$ cat src/logic/phy_pwr_pkg.sv
// Shared constants and types for the transceiver power-mode controller.
package phy_pwr_pkg;
   // Management register addresses.
   localparam logic [4:0] REG_BASIC_CTRL = 5'h00;
   localparam logic [4:0] REG_PLL_CTRL = 5'h10;
   localparam logic [4:0] REG_OSC_CTRL = 5'h11;
   localparam logic [4:0] REG_ENERGY_DETECT_POWERDOWN_CTRL = 5'h18;
   localparam logic [4:0] REG_PHY_CTRL2 = 5'h1f;
   // Field positions.
   localparam int BIT_SOFT_RESET = 15;
   localparam int BIT_AN_ENABLE = 12;
   localparam int BIT_POWER_DOWN = 11;
   localparam int BIT_PLL_AUTO_OFF = 4;
   localparam int BIT_SLOW_OSC = 5;
   localparam int BIT_ENERGY_DETECT_POWERDOWN_OFF = 11;
   localparam int BIT_POWER_SAVE = 10;
   // Reset values of the control bits.
   localparam logic RST_AN_ENABLE = 1'b1;
   localparam logic RST_POWER_DOWN = 1'b0;
   localparam logic RST_PLL_AUTO_OFF = 1'b0;
   localparam logic RST_SLOW_OSC = 1'b0;
   localparam logic RST_ENERGY_DETECT_POWERDOWN_OFF = 1'b1;
   localparam logic RST_POWER_SAVE = 1'b0;
   // Management frame figures.
   localparam logic [5:0] PREAMBLE_ONES = 6'h20;
   localparam logic [1:0] OP_READ = 2'h2;
   localparam logic [1:0] OP_WRITE = 2'h1;
   // Link pulse interval in energy-detect power-down.
   localparam longint LINK_PULSE_MS = 16;
   localparam longint MCLK_PERIOD_NS = 5;
   localparam longint LINK_PULSE_CYCLES = LINK_PULSE_MS * 1000000 / MCLK_PERIOD_NS;

   typedef enum logic [2:0] {
      MODE_NORMAL = 3'h0,
      MODE_PSAVE = 3'h1,
      MODE_ENERGY_DETECT_POWERDOWN = 3'h3,
      MODE_ENERGY_DETECT_POWERDOWN_PLL_OFF = 3'h2,
      MODE_POWER_DOWN = 3'h6,
      MODE_LOWEST = 3'h7
   } power_mode_t;

   typedef enum logic [1:0] {
      FR_PREAMBLE = 2'h0,
      FR_HEADER = 2'h1,
      FR_TURN = 2'h3,
      FR_DATA = 2'h2
   } frame_state_t;

   typedef struct packed {
      logic tx;
      logic energy_det;
      logic pll;
      logic rx;
      logic core;
   } gate_t;

   typedef struct packed {
      logic en;
      logic [4:0] addr;
      logic [15:0] data;
   } reg_wr_t;
endpackage

$ cat src/logic/mgmt_serial_slave.sv
// Serial management frame slave, sampling the management clock on mclk.
`timescale 1ns/1ps
module mgmt_serial_slave import phy_pwr_pkg::*; (
   // Clock and reset
   input wire logic mclk,
   input wire logic rst_n,
   // Pins
   input wire logic mdc,
   input wire logic mdio_in,
   output logic mdio_out,
   output logic mdio_oe,
   input wire logic [4:0] phy_addr,
   // Register side
   output logic [4:0] reg_addr,
   input wire logic [15:0] reg_rd_data,
   output reg_wr_t reg_wr
);
   logic [1:0] mdc_sync;
   logic [1:0] mdio_sync;
   logic mdc_last;
   frame_state_t state;
   logic [5:0] ones;
   logic [3:0] cnt;
   logic [15:0] sr;
   logic is_read;

   // Both pins pass two flops; the second stage alone feeds the edge detector.
   wire mdc_rise = mdc_sync[1] & ~mdc_last;
   wire mdc_fall = ~mdc_sync[1] & mdc_last;
   wire bit_in = mdio_sync[1];
   wire [12:0] header = {sr[11:0], bit_in};
   wire header_ok = header[12] && header[9:5] == phy_addr &&
                    (header[11:10] == OP_READ || header[11:10] == OP_WRITE);
   wire [15:0] next_sr = {sr[14:0], bit_in};

   always_ff @(posedge mclk or negedge rst_n) begin
      if (!rst_n) begin
         mdc_sync <= 2'h0;
         mdio_sync <= 2'h0;
         mdc_last <= 1'b0;
      end else begin
         mdc_sync <= {mdc_sync[0], mdc};
         mdio_sync <= {mdio_sync[0], mdio_in};
         mdc_last <= mdc_sync[1];
      end
   end

   always_ff @(posedge mclk or negedge rst_n) begin
      if (!rst_n) begin
         state <= FR_PREAMBLE;
         ones <= 6'h0;
         cnt <= 4'h0;
         sr <= 16'h0;
         is_read <= 1'b0;
         reg_addr <= 5'h0;
         reg_wr <= '0;
      end else begin
         reg_wr.en <= 1'b0;
         if (mdc_rise) begin
            unique case (state)
               FR_PREAMBLE: begin
                  if (bit_in) begin
                     ones <= (ones == PREAMBLE_ONES) ? ones : ones + 6'h1;
                  end else begin
                     ones <= 6'h0;
                     cnt <= 4'h0;
                     if (ones == PREAMBLE_ONES) begin
                        state <= FR_HEADER;
                     end
                  end
               end
               FR_HEADER: begin
                  sr <= next_sr;
                  cnt <= cnt + 4'h1;
                  if (cnt == 4'hc) begin
                     cnt <= 4'h0;
                     is_read <= header[11:10] == OP_READ;
                     reg_addr <= header[4:0];
                     state <= header_ok ? FR_TURN : FR_PREAMBLE;
                  end
               end
               FR_TURN: begin
                  cnt <= cnt + 4'h1;
                  if (cnt == 4'h1) begin
                     cnt <= 4'h0;
                     sr <= reg_rd_data;
                     state <= FR_DATA;
                  end
               end
               FR_DATA: begin
                  cnt <= cnt + 4'h1;
                  if (!is_read) begin
                     sr <= next_sr;
                  end
                  if (cnt == 4'hf) begin
                     // A write acts as soon as its last data bit is in. R13
                     reg_wr <= '{en: !is_read, addr: reg_addr, data: next_sr};
                     state <= FR_PREAMBLE;
                  end
               end
            endcase
         end
      end
   end

   // Read data changes on the falling edge so the controller samples it stable.
   always_ff @(posedge mclk or negedge rst_n) begin
      if (!rst_n) begin
         mdio_out <= 1'b0;
         mdio_oe <= 1'b0;
      end else if (mdc_fall) begin
         mdio_oe <= is_read && ((state == FR_TURN && cnt == 4'h1) || state == FR_DATA);
         mdio_out <= (state == FR_DATA) ? sr[4'hf - cnt] : 1'b0;
      end
   end
endmodule

$ cat src/logic/link_pulse_timer.sv
// Periodic link pulse generator for energy-detect power-down.
`timescale 1ns/1ps
module link_pulse_timer #(
   parameter int unsigned INTERVAL = 3200000
) (
   // Clock and reset
   input wire logic mclk,
   input wire logic rst_n,
   // Control
   input wire logic run,
   input wire logic [1:0] stretch,
   output logic pulse
);
   logic [33:0] count;
   wire [33:0] limit = 34'(INTERVAL) << stretch;

   always_ff @(posedge mclk or negedge rst_n) begin
      if (!rst_n) begin
         count <= 34'h0;
         pulse <= 1'b0;
      end else begin
         pulse <= run && count >= limit - 34'h1;
         if (!run || count >= limit - 34'h1) begin
            count <= 34'h0;
         end else begin
            count <= count + 34'h1;
         end
      end
   end
endmodule

$ cat src/logic/phy_power_mode_control.sv
// Power-mode controller of the transceiver with its management register bits.
//
// Functional notes
// Power-save bit active only with autoneg, no link.
// Power-save keeps only transmitter, energy detector, PLL.
// Power-save enable resets to disabled.
// Energy-detect down enabled low, needs autoneg, no link.
// PLL auto-off turns PLL off in energy-detect down.
// Energy-detect down keeps sending periodic link pulses.
// Energy-detect disable bit resets to one.
// Power-down bit stops all but management interface.
// Clearing power-down bit leaves power-down.
// Slow-oscillator bit replaces reference clock input.
// Slow oscillator plus power-down gives lowest state.
// Exit: clear oscillator, clear power-down, soft reset.
// Control bits act when their write frame ends.
`timescale 1ns/1ps
module phy_power_mode_control import phy_pwr_pkg::*; #(
   parameter int unsigned PULSE_CYCLES = 32'(LINK_PULSE_CYCLES)
) (
   // Clock and reset
   input wire logic mclk,
   input wire logic rst_n,
   // Management pins
   input wire logic mdc,
   input wire logic mdio_in,
   output logic mdio_out,
   output logic mdio_oe,
   input wire logic [4:0] phy_addr,
   // Transceiver status and settings
   input wire logic link_up,
   input wire logic [1:0] pulse_stretch,
   // Power control
   output gate_t gates,
   output power_mode_t power_mode,
   output logic crystal_clock_input_off,
   output logic link_pulse,
   output logic soft_reset
);
   logic an_enable;
   logic power_down;
   logic pll_auto_off;
   logic slow_osc;
   logic energy_detect_powerdown_off;
   logic power_save;
   logic pulse_raw;
   logic [4:0] reg_addr;
   reg_wr_t reg_wr;
   logic [15:0] reg_rd_data;
   power_mode_t next_mode;
   gate_t next_gates;

   mgmt_serial_slave u_slave (
      .mclk(mclk),
      .rst_n(rst_n),
      .mdc(mdc),
      .mdio_in(mdio_in),
      .mdio_out(mdio_out),
      .mdio_oe(mdio_oe),
      .phy_addr(phy_addr),
      .reg_addr(reg_addr),
      .reg_rd_data(reg_rd_data),
      .reg_wr(reg_wr)
   );

   // Register write decode.
   wire wr_basic = reg_wr.en && reg_wr.addr == REG_BASIC_CTRL;
   wire wr_pll = reg_wr.en && reg_wr.addr == REG_PLL_CTRL;
   wire wr_osc = reg_wr.en && reg_wr.addr == REG_OSC_CTRL;
   wire wr_energy_detect_powerdown = reg_wr.en && reg_wr.addr == REG_ENERGY_DETECT_POWERDOWN_CTRL;
   wire wr_ctrl2 = reg_wr.en && reg_wr.addr == REG_PHY_CTRL2;
   wire do_soft_reset = wr_basic && reg_wr.data[BIT_SOFT_RESET];

   // Read-back; unimplemented bits and addresses read as zero.
   wire [15:0] rd_basic = 16'(an_enable) << BIT_AN_ENABLE | 16'(power_down) << BIT_POWER_DOWN;
   wire [15:0] rd_pll = 16'(pll_auto_off) << BIT_PLL_AUTO_OFF;
   wire [15:0] rd_osc = 16'(slow_osc) << BIT_SLOW_OSC;
   wire [15:0] rd_energy_detect_powerdown = 16'(energy_detect_powerdown_off) << BIT_ENERGY_DETECT_POWERDOWN_OFF;
   wire [15:0] rd_ctrl2 = 16'(power_save) << BIT_POWER_SAVE;
   assign reg_rd_data = (reg_addr == REG_BASIC_CTRL) ? rd_basic :
                        (reg_addr == REG_PLL_CTRL) ? rd_pll :
                        (reg_addr == REG_OSC_CTRL) ? rd_osc :
                        (reg_addr == REG_ENERGY_DETECT_POWERDOWN_CTRL) ? rd_energy_detect_powerdown :
                        (reg_addr == REG_PHY_CTRL2) ? rd_ctrl2 : 16'h0;

   // Soft reset returns every control bit to its power-up value. R12
   // It is a synchronous branch so the asynchronous reset term stays a bare pin.
   always_ff @(posedge mclk or negedge rst_n) begin
      if (!rst_n) begin
         an_enable <= RST_AN_ENABLE;
         power_down <= RST_POWER_DOWN;
         pll_auto_off <= RST_PLL_AUTO_OFF;
         slow_osc <= RST_SLOW_OSC;
         energy_detect_powerdown_off <= RST_ENERGY_DETECT_POWERDOWN_OFF;
         power_save <= RST_POWER_SAVE;
      end else if (do_soft_reset) begin
         an_enable <= RST_AN_ENABLE;
         power_down <= RST_POWER_DOWN;
         pll_auto_off <= RST_PLL_AUTO_OFF;
         slow_osc <= RST_SLOW_OSC;
         energy_detect_powerdown_off <= RST_ENERGY_DETECT_POWERDOWN_OFF;
         power_save <= RST_POWER_SAVE;
      end else begin
         if (wr_basic) begin
            an_enable <= reg_wr.data[BIT_AN_ENABLE];
            power_down <= reg_wr.data[BIT_POWER_DOWN];
         end
         if (wr_pll) begin
            pll_auto_off <= reg_wr.data[BIT_PLL_AUTO_OFF];
         end
         if (wr_osc) begin
            slow_osc <= reg_wr.data[BIT_SLOW_OSC];
         end
         if (wr_energy_detect_powerdown) begin
            energy_detect_powerdown_off <= reg_wr.data[BIT_ENERGY_DETECT_POWERDOWN_OFF];
         end
         if (wr_ctrl2) begin
            power_save <= reg_wr.data[BIT_POWER_SAVE];
         end
      end
   end

   // Mode selection; power-down overrides the cable-dependent modes.
   wire no_link_an = an_enable && !link_up;
   wire energy_detect_powerdown_on = no_link_an && !energy_detect_powerdown_off;
   wire psave_on = no_link_an && power_save;
   assign next_mode = power_down ? (slow_osc ? MODE_LOWEST : MODE_POWER_DOWN) :
                      energy_detect_powerdown_on ? (pll_auto_off ? MODE_ENERGY_DETECT_POWERDOWN_PLL_OFF : MODE_ENERGY_DETECT_POWERDOWN) :
                      psave_on ? MODE_PSAVE : MODE_NORMAL;

   always_comb begin
      unique case (next_mode)
         MODE_NORMAL: next_gates = '{tx: 1'b1, energy_det: 1'b1, pll: 1'b1, rx: 1'b1, core: 1'b1};
         MODE_PSAVE: next_gates = '{tx: 1'b1, energy_det: 1'b1, pll: 1'b1, rx: 1'b0, core: 1'b0};
         MODE_ENERGY_DETECT_POWERDOWN: next_gates = '{tx: 1'b1, energy_det: 1'b1, pll: 1'b1, rx: 1'b0, core: 1'b0};
         MODE_ENERGY_DETECT_POWERDOWN_PLL_OFF: next_gates = '{tx: 1'b1, energy_det: 1'b1, pll: 1'b0, rx: 1'b0, core: 1'b0};
         MODE_POWER_DOWN: next_gates = '0;
         MODE_LOWEST: next_gates = '0;
         default: next_gates = '0;
      endcase
   end

   // Gates and mode change together so no sub-block sees a half-applied mode.
   always_ff @(posedge mclk or negedge rst_n) begin
      if (!rst_n) begin
         power_mode <= MODE_NORMAL;
         gates <= '{tx: 1'b1, energy_det: 1'b1, pll: 1'b1, rx: 1'b1, core: 1'b1};
         crystal_clock_input_off <= 1'b0;
         soft_reset <= 1'b0;
         link_pulse <= 1'b0;
      end else begin
         power_mode <= next_mode;
         gates <= next_gates;
         crystal_clock_input_off <= slow_osc;
         soft_reset <= do_soft_reset;
         link_pulse <= pulse_raw;
      end
   end

   // Link pulses keep flowing while the cable is idle in energy-detect down.
   wire pulse_run = power_mode == MODE_ENERGY_DETECT_POWERDOWN || power_mode == MODE_ENERGY_DETECT_POWERDOWN_PLL_OFF;

   link_pulse_timer #(.INTERVAL(PULSE_CYCLES)) u_pulse (
      .mclk(mclk),
      .rst_n(rst_n),
      .run(pulse_run),
      .stretch(pulse_stretch),
      .pulse(pulse_raw)
   );
endmodule

$ cat config.mk
export PLATFORM = sky130hd
export DESIGN_NAME = phy_power_mode_control
export DESIGN_NICKNAME = d
export VERILOG_FILES = /design/src/logic/phy_pwr_pkg.sv /design/src/logic/mgmt_serial_slave.sv /design/src/logic/link_pulse_timer.sv /design/src/logic/phy_power_mode_control.sv
export SDC_FILE = /design/constraint.sdc
export NUM_CORES = 1
export LEC_CHECK = 0
export ABC_AREA = 1
export BUFFER_PORTS_ARGS = -buffer_cell sky130_fd_sc_hd__buf_2
export CAP_MARGIN = 25
export CORE_MARGIN = 2
export CORE_UTILIZATION = 45
export DETAILED_ROUTE_END_ITERATION = 16
export GPL_TIMING_DRIVEN = 0
export SYNTH_ARGS = -nofsm -noshare
export SYNTH_HDL_FRONTEND = slang
export SYNTH_SLANG_ARGS = --single-unit
export TNS_END_PERCENT = 1
$ cat constraint.sdc
create_clock -name mclk -period 3.1 [get_ports mclk]
set_input_delay 0 -clock mclk [delete_from_list [all_inputs] [get_ports mclk]]
set_output_delay 0 -clock mclk [all_outputs]
set_load 0.02 [all_outputs]
==> out/summary.md <==
The run finished with clean final reports. For the count of maximum capacitance violations, the log shows 0. In this run, CTS created clock tree buffers numbering 9. Subtracting the final worst setup slack from the clock period gives 1.982 ns. Measured in cells, the most critical reg-to-reg path has a length of 9. The worst slew margin relative to its limit is 0.5328, and the first-pass iteration count of the detailed router is 4. The post-synthesis cell area was 6020 µm²; the total power was 3.445 mW. In this run the worst path has a maximum fanout of 10.

The required time of the worst setup path is 3.34 ns. The fraction of the yosys area taken by sequential cells is 0.4292, and the global placer's final weighted congestion is 0.9159. For the I/O pin count, the log shows 25.

TritonCTS built the clock tree. The run gives 0 as the count of endpoints failing hold in the final timing report. The signal on the critical path passes through ha_1 -> nand2_1 -> nor2_4 -> nand3_2 -> nor2_2 -> o21ai_1 -> nand3_4 -> buf_6 -> nor2_1.

The floorplan has 42 rows. The average vias per placed instance is 4.990. The tools report the pre-CTS setup slack as 1.020 ns. Across the VDD grid, the largest voltage drop is 0.3075 mV.

The sum of buffers and inverters on the critical path works out to 1. The CTS H-tree depth is 3. Setup slack on the critical path of the routed design comes to 1.118 ns.

The fraction of registers with async set or reset after synthesis came out at 1.000. After clock tree synthesis, the setup repair step added 0 buffers. Once the clock tree was built, the resizer swapped 0 gates to a different size. The initial antenna violation count was 0. The routed design has 12810 µm of wire. The number of DRC markers in iteration 0 was 281; the average detailed-routed wire length per instance was 13.07 µm. After synthesis, the cell types taking the most area are dfrtp_1 41%, nand2_1 12%, ha_1 7.5%.

The power density normalized to cell area came out at 510.9 nW/µm². The signed area change from the synthesized netlist to the final layout is 12.03%, and the wire length of the first global-routing pass is 22190 µm. For the pin with the worst max-slew slack, the measured transition is 0.7008 ns. The flop-to-flop setup slack is 1.12 ns. The run gives 13140 µm² as the placeable core region. The tools report the final-report max-slew violation count as 0. The overall track demand over capacity in global routing was 0.1952. The count of buffers added on input and output ports is 24. The final route contains 4890 vias.

Summed over all cells, the static leakage comes to 3.098 nW. The startpoint type of the worst setup path is a flop. The path class of the tightest hold or removal check is in2async.

In this run the cell area measured after placement is 6424 µm². Yosys mapped a number of flops with a built-in enable equal to 0. For the final database, setup skew stands at 0.008536 ns.

Library cell contributing the largest single delay on the critical path: dfrtp_1. The count of clock tree sinks is 103, and the area share of the leading cell type in the synthesized netlist is 0.4074. The logs give 2.23 ns for the arrival time at the worst endpoint and 44 for the post-synthesis cell type count.

Among all flip-flop cells after synthesis, the most frequent one is dfrtp_1. The die is 119.7 µm tall. The largest total area in the synthesized netlist belongs to dfrtp_1.

Setup violations remaining at the end of the flow were counted as 0. For the via count of the first global-routing pass, the log shows 4680. The run gives 55 as the largest net degree at the start of global routing. The mean post-synth cell area is 8.026 µm². The tools report the setup total negative slack as 0 ns. The flip-flop and latch count after synthesis was 103.

The cell sitting at the root of the clock tree is a clkbuf_16. The final clock period utilization by the worst path is 0.6393, and the clock latency of the later-clocked register in the worst-skew pair is 0.36 ns. Hold is met by 0.2253 ns. The floorplan step set the die width to 119.7 µm.

The count of nets left with antenna violations once routing finished came out at 0. After technology mapping, the gate count stands at 750. The floorplan step defined a die boundary enclosing 14320 µm². During synthesis, Yosys emitted a total of 0 warnings.

For the effective utilization at floorplan, the log shows 0.4582. The largest single stage delay on the critical path is 0.45 ns. The detailed-route DRC error count was 0; the number of nets at the end of the flow was 847. Summed over all nets, the half-perimeter wirelength after detailed placement is 9983 µm.

The maximum frequency from static timing analysis was 504.6 MHz; the final non-filler cell area was 6744 µm². Kind of capture point of the worst setup path: a flop. Capturing point of the worst reg2reg path: u_pulse.count[7]$_DFF_PN0_. The tools report the maximum buffer depth of the clock tree as 2.

The overall overflow remaining after global route was 0. The fraction of layout instances using a drive strength above 1 is 0.1294. Setup repair after global routing left no endpoint under its margin. The run gives 0 as the number of antenna diodes. In this run the critical register-to-register path is launched from u_pulse.count[0]$_DFF_PN0_. The clock transition at the registers of the reported paths was 0.07 ns.

Critical path start-end classification: reg2reg. Kind of cell adding the most delay to the critical path: simple AND/OR/NAND/NOR gates.
area by class of cell:
| cell class | count | area [µm²] |
|---|---|---|
| Fill cell | 1282 | 6394 |
| Clock buffer | 10 | 229.0 |
| Sequential cell | 103 | 2584 |
| Tap cell | 176 | 220.2 |
| Multi-Input combinational cell | 547 | 2998 |
| Timing Repair Buffer | 29 | 190.2 |
| Inverter | 93 | 351.6 |
| Clock inverter | 6 | 51.30 |
| Buffer | 16 | 120.1 |
synthesized netlist by cell type, drive strengths merged, types with 10 or more instances:
master,instances
o21ai,56
ha,36
nor2,107
xnor2,11
nand3,45
inv,92
a21oi,23
nor3,20
buf,14
nand2,188
xor2,20
nand4,10
dfrtp,98
how the worst max path moves through the flow:
stage                                      startpoint                              to  slack [ns]  cells past startpoint
final                      u_pulse.count[0]$_DFF_PN0_      u_pulse.count[7]$_DFF_PN0_        1.12                      9
after floorplan           u_pulse.count[17]$_DFF_PN0_     u_pulse.count[12]$_DFF_PN0_        1.43                      8
after CTS                  u_pulse.count[0]$_DFF_PN0_      u_pulse.count[7]$_DFF_PN0_        1.09                      9
after global routing       u_pulse.count[0]$_DFF_PN0_      u_pulse.count[8]$_DFF_PN0_        0.93                     11
after global placement                          rst_n  u_slave.mdio_sync[0]$_DFF_PN0_        0.90                      1
after detailed placement             pulse_stretch[1]      u_pulse.count[7]$_DFF_PN0_        1.02                     13
through the flow:
step                  util  instances
finish              0.5133        980
global placement    0.4867        959
CTS                 0.5133        980
global route        0.5133        980
detailed placement  0.4890        960
floorplan                -        759
cells in the final DEF, fill, tap and decap left out, drive strengths merged, types with 2 or more instances in the layout:
cell and count:
clkinvlp 3, xnor2 11, a211oi 2, nand4 10, nand3 45, ha 36, xor2 20, nand3b 2
o31ai 3, o21ai 56, clkbuf 12, conb 10, a21oi 23, o22ai 3, dfrtp 98, dfstp 5
nor2 107, nand2 188, dlygate4sd3 4, inv 95, nor4 2, buf 39, nor3 20, a21o 2
o211ai 2
logic make-up (layout without fill, tap and decap cells):
family                   Yosys count  in the layout  share of synthesized area
AO/OA/AOI/OAI                     93             93                    0.09333
XOR/XNOR                          31             31                    0.04510
adder cells (fa/ha/maj)           36             36                    0.07483
buffers and inverters            109            154                    0.07836
flip-flops                       103            103                     0.4292
multiplexers                       1              1                   0.001871
other                              1             10                  0.0006230
AND/OR/NAND/NOR                  376            376                     0.2767
sequential cells by signal, summed over array words and instances (netlist names), 3 cells and up:
name	flops
u_pulse.count	34
power_mode	3
gates	3
u_slave.sr	16
u_slave.cnt	4
u_slave.ones	6
u_slave.reg_wr	12
u_slave.reg_addr	5
layer usage:
layer | global-route usage | wire length (µm) | share of wire | up-vias
li1 | - | - | - | 2498
met1 | 0.2709 | 6402 | 0.50 | 2287
met2 | 0.3079 | 5690 | 0.44 | 89
met3 | 0.03089 | 456 | 0.036 | 16
met4 | 0.07574 | 258 | 0.020 | 0
met5 | 0 | 0 | 0 | -
report_power, final:
group          internal [mW]  leakage, nW  switching [mW]  total (mW)
Combinational          0.276         1.57           0.495       0.771
Clock                  0.556        0.128           0.532        1.09
Sequential              1.46         1.40           0.126        1.59
Total                   2.29         3.10            1.15        3.45
timing repair:
action / 4_1_cts / 5_1_grt
endpoints found under the hold margin: 54 / 0
setup endpoints to repair: 0 / 0
hold buffers: 4 / 0
Power figures use the tool's default switching activity.
